## config.mk

```make
export PLATFORM = sky130hd
export DESIGN_NAME = uda_assembly
export DESIGN_NICKNAME = d
export VERILOG_FILES = /design/src/shared/uda_pkg.sv /design/src/shared/uda_stream_if.sv /design/src/hw/uda_buf.sv /design/src/hw/uda_assembly.sv
export SDC_FILE = /design/constraint.sdc
export NUM_CORES = 1
export LEC_CHECK = 0
export ABC_AREA = 1
export ABC_CLOCK_PERIOD_IN_PS = 2700
export BUFFER_PORTS_ARGS = -buffer_cell sky130_fd_sc_hd__buf_2
export CAP_MARGIN = 20
export CORE_MARGIN = 5
export CORE_UTILIZATION = 55
export DETAILED_ROUTE_END_ITERATION = 12
export HOLD_SLACK_MARGIN = 0.12
export PLACE_DENSITY = 0.74
export SETUP_SLACK_MARGIN = 0.1
export SYNTH_ARGS = -nofsm -noshare
export SYNTH_HDL_FRONTEND = slang
export SYNTH_SLANG_ARGS = --single-unit
```

## constraint.sdc

```tcl
create_clock -name clock_i -period 2.7 [get_ports clock_i]
set_input_delay 0.135 -clock clock_i [delete_from_list [all_inputs] [get_ports clock_i]]
set_output_delay 0.135 -clock clock_i [all_outputs]
set_load 0.01 [all_outputs]
```

## src/shared/uda_pkg.sv

```systemverilog
// Constants and types for the user-defined cyclic I/O assembly block.
// Assumes a 32-bit APB register bus with byte addresses and 16-bit parameter words.
package uda_pkg;
    // ****************************************************************
    // Assembly formats
    // ****************************************************************
    localparam int FMT_W = 8;
    localparam logic [FMT_W-1:0] FMT_OUT_SERIAL = 8'h6a; // Output format 106
    localparam logic [FMT_W-1:0] FMT_IN_LINK = 8'h67;    // Input format 103
    localparam logic [FMT_W-1:0] FMT_IN_SERIAL = 8'h6b;  // Input format 107
    localparam logic [FMT_W-1:0] FMT_RESET = 8'h00;

    // ****************************************************************
    // Geometry
    // ****************************************************************
    localparam int SLOTS = 4;
    localparam int NUM_SEL = 12;
    localparam int SEL_LINK_MON = 0;
    localparam int SEL_SER_WR = 4;
    localparam int SEL_SER_MON = 8;
    localparam int SEL_WIDTH = 16;
    localparam int WORD_W = 16;
    localparam int ASM_BYTES = 8;
    localparam int CNT_W = 8;
    localparam logic [SEL_WIDTH-1:0] SEL_UNASSIGNED = 16'h0000;
    localparam logic [SEL_WIDTH-1:0] SEL_RESET = 16'h0000;
    localparam logic [2:0] LAST_BYTE = 3'h7;
    localparam logic [1:0] LAST_SLOT = 2'h3;

    // ****************************************************************
    // Register map (byte addresses)
    // ****************************************************************
    localparam int ADDR_WIDTH = 12;
    localparam logic [11:0] OFS_OUT_FMT = 12'h000;
    localparam logic [11:0] OFS_IN_FMT = 12'h004;
    localparam logic [11:0] OFS_SEL_BASE = 12'h010;
    localparam logic [11:0] OFS_SEL_LAST = 12'h03c;
    localparam logic [11:0] OFS_STATUS = 12'h040;
    localparam int ST_APPLIED_LSB = 0;
    localparam int ST_DROPPED_LSB = 8;
    localparam int ST_RX_BUSY = 16;
    localparam int ST_TX_BUSY = 17;

    // ****************************************************************
    // State machines
    // ****************************************************************
    typedef enum logic [0:0] {RX_COLLECT, RX_WRITE} uda_rx_state_t;
    typedef enum logic [1:0] {TX_IDLE, TX_READ, TX_LO, TX_HI} uda_tx_state_t;
endpackage

```

## src/shared/uda_stream_if.sv

```systemverilog
// Valid/ready stream carrier between the assembly engine and its output buffer.
// Assumes both ends run on the same clock.
`timescale 1ns/1ps
`default_nettype none
interface uda_stream_if #(parameter int W = 9);
    logic valid;
    logic ready;
    logic [W-1:0] data;
    modport src (output valid, output data, input ready);
    modport snk (input valid, input data, output ready);
endinterface
`default_nettype wire

```

## src/hw/uda_buf.sv

```systemverilog
// Small FIFO that decouples the input assembly from a stalling receiver.
// Assumes DEPTH is a power of two; read data come from registers.
`timescale 1ns/1ps
`default_nettype none
module uda_buf #(
    parameter int W = 9,
    parameter int DEPTH = 2
) (
    // Clock and reset
    input wire logic clock_i,
    input wire logic arst_n_i,
    // Streams
    uda_stream_if.snk push,
    uda_stream_if.src pop
);
    localparam int PW = $clog2(DEPTH);

    logic [W-1:0] mem [DEPTH];
    logic [W-1:0] next_mem [DEPTH];
    logic [PW-1:0] wr_ptr, next_wr_ptr, rd_ptr, next_rd_ptr;
    logic [PW:0] fill, next_fill;
    logic do_push, do_pop;

    // Honest full and empty from the fill level
    assign push.ready = (fill != (PW+1)'(DEPTH));
    assign pop.valid = (fill != '0);
    assign pop.data = mem[rd_ptr];
    assign do_push = push.valid & push.ready;
    assign do_pop = pop.valid & pop.ready;

    // Next pointers, level and storage
    always_comb begin
        next_mem = mem;
        next_wr_ptr = wr_ptr;
        next_rd_ptr = rd_ptr;
        next_fill = fill;
        if (do_push) begin
            next_mem[wr_ptr] = push.data;
            next_wr_ptr = wr_ptr + 1'b1;
        end
        if (do_pop) begin
            next_rd_ptr = rd_ptr + 1'b1;
        end
        if (do_push && !do_pop) begin
            next_fill = fill + 1'b1;
        end else if (do_pop && !do_push) begin
            next_fill = fill - 1'b1;
        end
    end

    // Register stage
    always_ff @(posedge clock_i or negedge arst_n_i) begin
        if (!arst_n_i) begin
            for (int i = 0; i < DEPTH; i++) begin
                mem[i] <= '0;
            end
            wr_ptr <= '0;
            rd_ptr <= '0;
            fill <= '0;
        end else begin
            mem <= next_mem;
            wr_ptr <= next_wr_ptr;
            rd_ptr <= next_rd_ptr;
            fill <= next_fill;
        end
    end
endmodule // uda_buf
`default_nettype wire

```

## src/hw/uda_assembly.sv

```systemverilog
// User-defined cyclic I/O assembly engine with its APB register file.
// Assumes the parameter store answers a monitor read in the same cycle
// and accepts writes by valid/ready; all inputs are synchronous.
//
// What this block does
// - Format 103 sends four link-selected monitor words
// - Format 103 word n at bytes 2n-2, 2n-1
// - Format 103 selectors are link numbers
// - Format 106 accepts four serial-selected write words
// - Format 106 word n low byte first
// - Format 106 write selectors are serial numbers
// - Duplicate write selectors: highest numbered wins
// - Format 107 sends four serial-selected monitor words
// - Format 107 word n at bytes 2n-2, 2n-1
// - Format 107 selectors are serial numbers
//
// Implementation choices: the register addresses and register access over APB.
`timescale 1ns/1ps
`default_nettype none
module uda_assembly import uda_pkg::*; #(
    parameter int SEL_W = SEL_WIDTH,
    parameter int BUF_DEPTH = 2
) (
    // Clock and reset
    input wire logic clock_i,
    input wire logic arst_n_i,
    // APB slave
    input wire logic psel_i,
    input wire logic penable_i,
    input wire logic pwrite_i,
    input wire logic [ADDR_WIDTH-1:0] paddr_i,
    input wire logic [31:0] pwdata_i,
    output logic [31:0] prdata_o,
    output logic pready_o,
    output logic pslverr_o,
    // Output assembly bytes from the master
    input wire logic rx_valid_i,
    input wire logic [7:0] rx_data_i,
    output logic rx_ready_o,
    // Input assembly bytes to the master
    input wire logic tx_start_i,
    output logic tx_valid_o,
    output logic [7:0] tx_data_o,
    output logic tx_last_o,
    input wire logic tx_ready_i,
    // Parameter write port
    output logic wr_valid_o,
    output logic [SEL_W-1:0] wr_param_o,
    output logic wr_serial_o,
    output logic [WORD_W-1:0] wr_data_o,
    input wire logic wr_ready_i,
    // Parameter monitor port
    output logic mon_rd_o,
    output logic [SEL_W-1:0] mon_param_o,
    output logic mon_serial_o,
    input wire logic [WORD_W-1:0] mon_data_i
);
    // ****************************************************************
    // Register file
    // ****************************************************************
    logic [FMT_W-1:0] out_fmt, next_out_fmt, in_fmt, next_in_fmt;
    logic [SEL_W-1:0] sel [NUM_SEL];
    logic [SEL_W-1:0] next_sel [NUM_SEL];
    logic [31:0] rd_mux, next_prdata;
    logic err_mux, next_pslverr;
    logic [CNT_W-1:0] applied, next_applied, dropped, next_dropped;
    logic [ADDR_WIDTH-1:0] rel_addr;
    logic [3:0] sel_idx;
    logic in_sel_range;
    logic apb_wr;
    // Input assembly state read by the status decode and slot qualification
    logic tx_serial, next_tx_serial;
    logic tx_busy;

    assign rel_addr = paddr_i - OFS_SEL_BASE;
    assign sel_idx = rel_addr[5:2];
    assign in_sel_range = (paddr_i >= OFS_SEL_BASE) && (paddr_i <= OFS_SEL_LAST)
                          && (paddr_i[1:0] == 2'b00);
    // Zero wait states: answer data is captured in the setup cycle
    assign pready_o = psel_i & penable_i;
    assign apb_wr = psel_i & penable_i & pwrite_i & ~err_mux;

    // Read decode; status is read only, so a write to it is an error
    always_comb begin
        rd_mux = 32'h0000_0000;
        err_mux = 1'b0;
        if (paddr_i == OFS_OUT_FMT) begin
            rd_mux[FMT_W-1:0] = out_fmt;
        end else if (paddr_i == OFS_IN_FMT) begin
            rd_mux[FMT_W-1:0] = in_fmt;
        end else if (in_sel_range) begin
            rd_mux[SEL_W-1:0] = sel[sel_idx];
        end else if (paddr_i == OFS_STATUS) begin
            rd_mux[ST_APPLIED_LSB +: CNT_W] = applied;
            rd_mux[ST_DROPPED_LSB +: CNT_W] = dropped;
            rd_mux[ST_RX_BUSY] = rx_ready_o == 1'b0;
            rd_mux[ST_TX_BUSY] = tx_busy;
            err_mux = pwrite_i;
        end else begin
            err_mux = 1'b1;
        end
    end

    // Next register values
    always_comb begin
        next_out_fmt = out_fmt;
        next_in_fmt = in_fmt;
        next_sel = sel;
        next_prdata = prdata_o;
        next_pslverr = pslverr_o;
        if (psel_i && !penable_i) begin
            next_prdata = pwrite_i ? 32'h0000_0000 : rd_mux;
            next_pslverr = err_mux;
        end
        if (apb_wr) begin
            if (paddr_i == OFS_OUT_FMT) begin
                next_out_fmt = pwdata_i[FMT_W-1:0];
            end else if (paddr_i == OFS_IN_FMT) begin
                next_in_fmt = pwdata_i[FMT_W-1:0];
            end else if (in_sel_range) begin
                next_sel[sel_idx] = pwdata_i[SEL_W-1:0];
            end
        end
    end

    always_ff @(posedge clock_i or negedge arst_n_i) begin
        if (!arst_n_i) begin
            out_fmt <= FMT_RESET;
            in_fmt <= FMT_RESET;
            for (int i = 0; i < NUM_SEL; i++) begin
                sel[i] <= SEL_RESET;
            end
            prdata_o <= 32'h0000_0000;
            pslverr_o <= 1'b0;
        end else begin
            out_fmt <= next_out_fmt;
            in_fmt <= next_in_fmt;
            sel <= next_sel;
            prdata_o <= next_prdata;
            pslverr_o <= next_pslverr;
        end
    end

    // ****************************************************************
    // Slot qualification
    // ****************************************************************
    logic [SLOTS-1:0] wr_ok, mon_ok;

    // True when a higher-numbered write selector names the same parameter
    function automatic logic higher_dup(input int s);
        higher_dup = 1'b0;
        for (int j = s + 1; j < SLOTS; j++) begin
            if (sel[SEL_SER_WR+j] == sel[SEL_SER_WR+s]) begin
                higher_dup = 1'b1;
            end
        end
    endfunction

    for (genvar s = 0; s < SLOTS; s++) begin : g_slot
        assign wr_ok[s] = (sel[SEL_SER_WR+s] != SEL_UNASSIGNED) && !higher_dup(s);
        assign mon_ok[s] = tx_serial ? (sel[SEL_SER_MON+s] != SEL_UNASSIGNED)
                                     : (sel[SEL_LINK_MON+s] != SEL_UNASSIGNED);
    end

    // ****************************************************************
    // Output assembly: collect eight bytes, then write the parameters
    // ****************************************************************
    uda_rx_state_t rx_state, next_rx_state;
    logic [2:0] rx_cnt, next_rx_cnt;
    logic [1:0] wr_slot, next_wr_slot;
    logic [WORD_W-1:0] rx_word [SLOTS];
    logic [WORD_W-1:0] next_rx_word [SLOTS];

    assign rx_ready_o = (rx_state == RX_COLLECT);
    assign wr_valid_o = (rx_state == RX_WRITE) && wr_ok[wr_slot];
    assign wr_param_o = sel[SEL_SER_WR+int'(wr_slot)];
    assign wr_serial_o = 1'b1;
    assign wr_data_o = rx_word[wr_slot];

    // Frames taken under another output format are counted and dropped
    always_comb begin
        next_rx_state = rx_state;
        next_rx_cnt = rx_cnt;
        next_wr_slot = wr_slot;
        next_rx_word = rx_word;
        next_applied = applied;
        next_dropped = dropped;
        unique case (rx_state)
            RX_COLLECT: begin
                if (rx_valid_i) begin
                    if (rx_cnt[0]) begin
                        next_rx_word[rx_cnt[2:1]][15:8] = rx_data_i;
                    end else begin
                        next_rx_word[rx_cnt[2:1]][7:0] = rx_data_i;
                    end
                    next_rx_cnt = rx_cnt + 1'b1;
                    if (rx_cnt == LAST_BYTE) begin
                        if (out_fmt == FMT_OUT_SERIAL) begin
                            next_rx_state = RX_WRITE;
                            next_wr_slot = 2'h0;
                        end else begin
                            next_dropped = dropped + 1'b1;
                        end
                    end
                end
            end
            RX_WRITE: begin
                // Unassigned slots are skipped without a write strobe
                if (!wr_ok[wr_slot] || wr_ready_i) begin
                    next_wr_slot = wr_slot + 1'b1;
                    if (wr_slot == LAST_SLOT) begin
                        next_rx_state = RX_COLLECT;
                        next_applied = applied + 1'b1;
                    end
                end
            end
        endcase
    end

    always_ff @(posedge clock_i or negedge arst_n_i) begin
        if (!arst_n_i) begin
            rx_state <= RX_COLLECT;
            rx_cnt <= 3'h0;
            wr_slot <= 2'h0;
            for (int i = 0; i < SLOTS; i++) begin
                rx_word[i] <= '0;
            end
            applied <= '0;
            dropped <= '0;
        end else begin
            rx_state <= next_rx_state;
            rx_cnt <= next_rx_cnt;
            wr_slot <= next_wr_slot;
            rx_word <= next_rx_word;
            applied <= next_applied;
            dropped <= next_dropped;
        end
    end

    // ****************************************************************
    // Input assembly: read four monitor words and stream them out
    // ****************************************************************
    uda_tx_state_t tx_state, next_tx_state;
    logic [1:0] tx_slot, next_tx_slot;
    logic [WORD_W-1:0] tx_word, next_tx_word;
    uda_stream_if #(.W(9)) tx_push ();
    uda_stream_if #(.W(9)) tx_pop ();

    assign tx_busy = (tx_state != TX_IDLE);
    assign mon_rd_o = (tx_state == TX_READ) && mon_ok[tx_slot];
    assign mon_serial_o = tx_serial;
    assign mon_param_o = tx_serial ? sel[SEL_SER_MON+int'(tx_slot)]
                                   : sel[SEL_LINK_MON+int'(tx_slot)];
    assign tx_push.valid = (tx_state == TX_LO) || (tx_state == TX_HI);
    assign tx_push.data = (tx_state == TX_HI)
                        ? {(tx_slot == LAST_SLOT), tx_word[15:8]}
                        : {1'b0, tx_word[7:0]};
    assign tx_valid_o = tx_pop.valid;
    assign tx_data_o = tx_pop.data[7:0];
    assign tx_last_o = tx_pop.data[8];
    assign tx_pop.ready = tx_ready_i;

    // A start under any other input format is ignored
    always_comb begin
        next_tx_state = tx_state;
        next_tx_slot = tx_slot;
        next_tx_serial = tx_serial;
        next_tx_word = tx_word;
        unique case (tx_state)
            TX_IDLE: begin
                if (tx_start_i && (in_fmt == FMT_IN_LINK || in_fmt == FMT_IN_SERIAL)) begin
                    next_tx_state = TX_READ;
                    next_tx_slot = 2'h0;
                    next_tx_serial = (in_fmt == FMT_IN_SERIAL);
                end
            end
            TX_READ: begin
                next_tx_word = mon_ok[tx_slot] ? mon_data_i : '0;
                next_tx_state = TX_LO;
            end
            TX_LO: begin
                if (tx_push.ready) begin
                    next_tx_state = TX_HI;
                end
            end
            TX_HI: begin
                if (tx_push.ready) begin
                    next_tx_slot = tx_slot + 1'b1;
                    next_tx_state = (tx_slot == LAST_SLOT) ? TX_IDLE : TX_READ;
                end
            end
        endcase
    end

    always_ff @(posedge clock_i or negedge arst_n_i) begin
        if (!arst_n_i) begin
            tx_state <= TX_IDLE;
            tx_slot <= 2'h0;
            tx_serial <= 1'b0;
            tx_word <= '0;
        end else begin
            tx_state <= next_tx_state;
            tx_slot <= next_tx_slot;
            tx_serial <= next_tx_serial;
            tx_word <= next_tx_word;
        end
    end

    // Two-entry buffer so a stalling receiver loses no byte
    uda_buf #(.W(9), .DEPTH(BUF_DEPTH)) u_tx_buf (
        .clock_i(clock_i),
        .arst_n_i(arst_n_i),
        .push(tx_push.snk),
        .pop(tx_pop.src)
    );
endmodule // uda_assembly
`default_nettype wire

```

==> impl_metrics.tcl, run 1 <==
set metrics [dict create \
    worst_path_largest_cell_delay_ns 0.42 \
    synthXorXnorAreaFrac 0.02127 \
    port-buffer-count 142 \
    die_x_um 199.6 \
    max_fclk_ghz 0.3933 \
    detailroute.via_count 19367 \
    inserted_clock_buffers 41 \
    report.final.setup_viol 0 \
    top_cell_by_count_worst_path "nand3_1" \
    cts_sinks 356 \
    synth_enable_flop_cells 0 \
    grt_setup_unrepaired "false" \
    timing_worst_setup_path_type "register to output port" \
    ys_dominant_reg_cell "dfrtp_1" \
    ys_types 42 \
    standard_cell_with_the_maximum_stage_delay_on_the_critical_path "dfrtp_1" \
    synth.most_common_cell "nand2_1" \
    i_o_pin_count 174 \
    start_util 0.5570 \
    sequential_cell_area_sq_um 8932 \
    fp.coreArea_sq_um 35480 \
    placement.cell_area_sq_um 20700 \
    drtAntennaViolNets 0 \
    cts_tree "done" \
    post_synth_mux_area_share 0 \
    cp.required_ns 2.57 \
    avgRoutedWirePerCell_um 19.57 \
    finalHoldViolCount 0 \
    dieHeight_um 199.6 \
    remaining_drc_errors 0 \
    clk_pin_slew_ns 0.06 \
    clock_latency_ns 0.57 \
    fin_tns_setup_ns 0 \
    placementRows 69 \
    critical_path.cell_chain "nor2_1, nand3_1, nor3_1, nand4_1, nand3_1, nand3_4, and3_1, buf_2" \
    synth-warning-count 0 \
    syn_inst 2661 \
    final_net_count 2846 \
    worst_reg2reg_path_length_in_cells 12 \
    multi_input_comb_area_sq_um 9316 \
    path_max_fanout 5 \
    critical_path.endpoint_type "output port" \
    startpoint_type "register" \
    overall_die_area_sq_um 39820 \
    ctsHtreeMaxLevel 2 \
    ys_seq_elements 356 \
    synth_simple_gate_area_frac 0.2377 \
    irDropWorstVdd_mv 0.7039 \
    drt_first_pass_iters 6 \
    final_cell_area_sq_um 22530 \
    worstMarginPinSlew_ns 0.7818 \
    detail_route.iter0.violations 2012 \
    asyncSetResetFlopFracSynth 1.000 \
    drt_total_wl_mm 63.51 \
    drv.max_cap_violation_count 0 \
    syn_area_sq_um 19760 \
    gpl.final_weighted_congestion 0.9626 \
    regToRegSetupSlack_ns 0.37 \
    synth.top_cells.by_area "dfrtp_1 (45%), nand2_1 (14%), o21ai_0 (7.4%)" \
    netlist.area_leader.share 0.4508 \
    finalNonFillerCells 3245 \
    synth_area_in_adders 0.009497 \
    detailed_place_hpwl_mm 42.97 \
    grt_max_degree 82 \
    vias_per_cell 5.968 \
    regToRegStartpoint "sel[88]" \
    crit_arrival_ns 2.41 \
    total_leakage_power_nw 10.93 \
    regToRegEndpoint "applied[1]" \
    synth_area_per_cell_sq_um 7.427 \
    period_minus_slack_ns 2.543 \
    final-max-slew-violation-count 0 \
    vias_in_the_first_global_route 18150 \
    synth_top_family_by_area "simple AND/OR/NAND/NOR gates" \
    setup.worst_path.start "sel[179]" \
    holdCritPathClass "primary input to register" \
    cts_root_buf "clkbuf_16" \
    dpl.cell_count 3130 \
    synth_commonest_cells "nand2_1 (718), dfrtp_1 (356), o21ai_0 (292), nor2_1 (235), inv_1 (180)" \
    top_cell_type_by_total_area_after_synthesis "dfrtp_1" \
    grt_antenna_before_repair 0 \
    timing.slew.headroom 0.4782 \
    worst_setup_path_endpoint "mon_rd_o" \
    p_per_area_nw_per_um2 692.8 \
    cts.path.max_buffers 3 \
    area_growth_pct 13.99 \
    wire_length_of_the_first_global_routing_pass_mm 99.94 \
    final.hold.worst_slack_ns 0.1377 \
    ys_seq_area_frac 0.4508 \
    drive_gt1_frac 0.1092 \
    fill_cells 3107 \
    grt_usage 0.3159 \
    antenna-diode-count 0 \
    finalClockSkew_ns 0.01710 \
    outcome "finished, final reports clean" \
    fin_crit_sh 0.9418 \
    grt-ovfl-total 0 \
    synth-compound-area-share 0.1972 \
]
how the worst min path moves through the flow:
stage	start	end	slack [ns]	cells past startpoint
after floorplan	arst_n_i	applied[0]	-0.16	0
after global placement	arst_n_i	sel[52]	0.18	1
after detailed placement	arst_n_i	sel[52]	0.19	1
after CTS	pwdata_i[3]	sel[147]	0.14	3
after global routing	wr_ready_i	wr_slot[1]	0.15	5
final	wr_ready_i	applied[6]	0.14	5
cells in the final DEF (no fill, tap or decap), drive strengths merged, types with 24 or more instances in the layout:
cell type,count
a21oi,114
buf,199
clkbuf,65
dfrtp,356
dlygate4sd3,42
inv,183
nand2,720
nand3,66
nand4,51
nor2,237
nor3,24
o21ai,453
o22ai,87
xor2,46
timing repair:
item                                   CTS  global route
hold buffers                            42             0
gates resized for setup                  6            30
setup endpoints to repair                1            24
endpoints found under the hold margin  452             0
setup buffers                            0             0
gates cloned                             0             0
flip-flops by register name, indices dropped and copies added, names as in the netlist, 3 cells and up:
register      flops
sel             192
rx_word          64
prdata_o         18
u_tx_buf.mem     18
tx_word          16
applied           8
dropped           8
in_fmt            8
out_fmt           8
rx_cnt            3
where the power goes:
| group | switching (mW) | internal, mW | leakage, nW | total [mW] |
|---|---|---|---|---|
| logic | 2.30 | 1.22 | 5.52 | 3.53 |
| clock network | 2.28 | 3.19 | 0.634 | 5.47 |
| registers | 0.485 | 6.13 | 4.77 | 6.61 |
worst max-delay path: cells and delay by family, from the launching register on:
kind                   cells  cell delay [ns]
buffers and inverters      1             0.14
and+or+nand+nor            7             1.28
DFF                        1             0.42
per-layer routing:
layer | GRT usage | up-vias | share of wire
met2 | 0.4812 | 1104 | 0.44
met4 | 0.1240 | 0 | 0.039
met3 | 0.07014 | 173 | 0.11
li1 | - | 9014 | -
met1 | 0.4434 | 9076 | 0.41
met5 | 0 | - | 0
through the flow:
stage                 util  power (mW)  setup slack, ns
floorplan                -       8.811           0.4711
global placement    0.5833       9.905           0.2507
detailed placement  0.5833       10.08           0.1854
CTS                 0.6327       15.61           0.1230
global route        0.6349       16.43           0.1089
finish              0.6349       15.61           0.1571
logic make-up (layout without fill, tap and decap cells):
logic type               count (synthesis)  after routing
XOR/XNOR                                48             48
AND/OR/NAND/NOR                       1126           1126
other                                    2             15
flip-flops                             356            356
buffers and inverters                  391            501
adder cells (fa/ha/maj)                 15             15
AO/OA/AOI/OAI                          723            723
area by class of cell:
| type | instances | area share |
|---|---|---|
| clock buffers | 65 | 0.05404 |
| clock inverters | 8 | 0.003666 |
| multi-input cells | 1927 | 0.4136 |
| inverters | 187 | 0.03132 |
| repair buffers | 241 | 0.07531 |
| flip-flops and latches | 356 | 0.3965 |
| well taps | 461 | 0.02560 |
Note: power is estimated with default switching activity, not from simulation.
==> run 2, diff against run 1 <==
ABC_CLOCK_PERIOD_IN_PS = 2600   (was 2700)
clock period = 2.6 ns   (was 2.7 ns; I/O delays follow)
==> impl_metrics.tcl, run 2 (synthesized netlist as in run 1, its figures left out) <==
set metrics [dict create \
    largest_register_ffs 192 \
    regToRegSetupSlack_ns 0.41 \
    path_max_fanout 5 \
    final-max-slew-violation-count 0 \
    irDropWorstVdd_mv 0.8036 \
    setup.worst_path.start "sel[8]" \
    grt-ovfl-total 0 \
    remaining_drc_errors 0 \
    crit_arrival_ns 2.33 \
    overall_die_area_sq_um 39820 \
    outcome "finished, final reports clean" \
    vias_in_the_first_global_route 18188 \
    final_cell_area_sq_um 22850 \
    worstMarginPinSlew_ns 0.7524 \
    cts_tree "done" \
    drv.max_cap_violation_count 0 \
    drt_first_pass_iters 9 \
    worst_reg2reg_path_length_in_cells 7 \
    cts_root_buf "clkbuf_16" \
    period_minus_slack_ns 2.463 \
    clock_latency_ns 0.57 \
    grt_max_degree 76 \
    critical_path.endpoint_type "output port" \
    registers.top_by_ff_count "sel" \
    fin_tns_setup_ns 0 \
    cp.required_ns 2.47 \
    avgRoutedWirePerCell_um 19.62 \
    vias_per_cell 5.940 \
    detailed_place_hpwl_mm 42.87 \
    wire_length_of_the_first_global_routing_pass_mm 99.02 \
    detail_route.iter0.violations 2012 \
    regToRegEndpoint "dropped[7]" \
    cts_sinks 356 \
    dpl.cell_count 3137 \
    startpoint_type "register" \
    start_util 0.5570 \
    cts.path.max_buffers 3 \
    post-route-util 0.6439 \
    sequential_cell_area_sq_um 8976 \
    gpl.final_weighted_congestion 0.9700 \
    timing_worst_setup_path_type "register to output port" \
    ctsHtreeMaxLevel 2 \
    detailroute.via_count 19360 \
    area_growth_pct 15.61 \
    top_library_cells_by_usage_in_the_layout_fill_and_taps_aside "nand2_1 (718), dfrtp_1 (302), o21ai_0 (292), nor2_1 (232), inv_1 (177)" \
    drt_total_wl_mm 63.95 \
    grt_usage 0.3134 \
    multi_input_comb_area_sq_um 9326 \
    dieHeight_um 199.6 \
    i_o_pin_count 174 \
    total_leakage_power_nw 11.03 \
    largest_registers "sel (192), rx_word (64)" \
    fill_cells 3060 \
    timing.slew.headroom 0.4978 \
    placement.cell_area_sq_um 20790 \
    grt_setup_unrepaired "false" \
    regToRegStartpoint "rx_state" \
    holdCritPathClass "primary input to register" \
    inserted_clock_buffers 40 \
    port-buffer-count 142 \
    most_common_cell_after_layout_fill_and_taps_aside "nand2_1" \
    fin_crit_sh 0.9472 \
    clk_pin_slew_ns 0.06 \
    max_fclk_ghz 0.4060 \
    report.final.setup_viol 0 \
    finalNonFillerCells 3259 \
    finalClockSkew_ns 0.01921 \
    dp_worst_setup_slack_ns 0.2133 \
    worst_setup_path_endpoint "mon_rd_o" \
    final_net_count 2860 \
    grt_antenna_before_repair 0 \
    finalHoldViolCount 0 \
    drive_gt1_frac 0.1294 \
    die_x_um 199.6 \
    layout_setup_ws_ns 0.1372 \
    drtAntennaViolNets 0 \
    fp.coreArea_sq_um 35480 \
    placementRows 69 \
    p_per_area_nw_per_um2 723.6 \
]
## run 2: changes by cell type in the layout (fill, tap and decap cells not counted), sizes merged, moves of 2 or more
cell / delta
dlygate4sd3: +2
bufinv: +3
clkinv: +2
buf: +12
clkbuf: -5
## run 2: worst min path at each step
stage / start / end / slack (ns) / depth (start not counted)
5_1_grt: pwdata_i[3] / sel[115] / 0.17 / 3
2_1_floorplan: arst_n_i / applied[0] / -0.17 / 0
3_3_place_gp: arst_n_i / sel[24] / 0.10 / 1
3_5_place_dp: arst_n_i / sel[24] / 0.11 / 1
4_1_cts: paddr_i[6] / prdata_o[16] / 0.13 / 6
6_report: paddr_i[6] / pslverr_o / 0.16 / 5
## run 2: metrics by stage
step	hold WS [ns]	power, mW
6_report	0.1585	16.53
5_1_grt	0.1674	17.34
4_1_cts	0.1276	16.53
3_5_place_dp	0.1065	10.49
3_3_place_gp	0.1025	10.30
2_1_floorplan	-0.1656	9.150
## run 2: final cells by class
class | count | area share
multi-input cells | 1927 | 0.4082
flip-flops and latches | 356 | 0.3929
diodes | 1 | 0.0001095
inverters | 187 | 0.03072
well taps | 461 | 0.02525
repair buffers | 256 | 0.08236
clock inverters | 12 | 0.007776
clock buffers | 59 | 0.05274
## run 2: timing repair
item	CTS	global route
gates resized for setup	6	69
pin swaps	0	0
gates cloned	0	1
hold buffers	45	0
hold endpoints to repair	548	0
endpoints found under the setup margin	9	5
setup buffers	0	4
## run 2: routing by layer
layer / share of wire / vias to the layer above / wire length [um] / GRT usage
met2: 0.46 / 1054 / 29300 / 0.4996
met5: 0 / - / 0 / 0
met3: 0.099 / 139 / 6310 / 0.06947
li1: - / 9038 / - / -
met1: 0.41 / 9129 / 26050 / 0.4253
met4: 0.036 / 0 / 2288 / 0.1112
## run 2: power breakdown
part / leakage (nW) / internal [mW] / switching [mW]
Clock: 0.679 / 3.61 / 2.35
Combinational: 5.63 / 1.28 / 2.43
Sequential: 4.71 / 6.36 / 0.508
## run 2: worst max-delay path, cell delays in order, from the launching register on
cell,delay (ns)
dfrtp_1,0.42
nor4_2,0.46
nand4_1,0.19
nand3_1,0.14
nand3_2,0.18
and3_1,0.25
buf_2,0.14
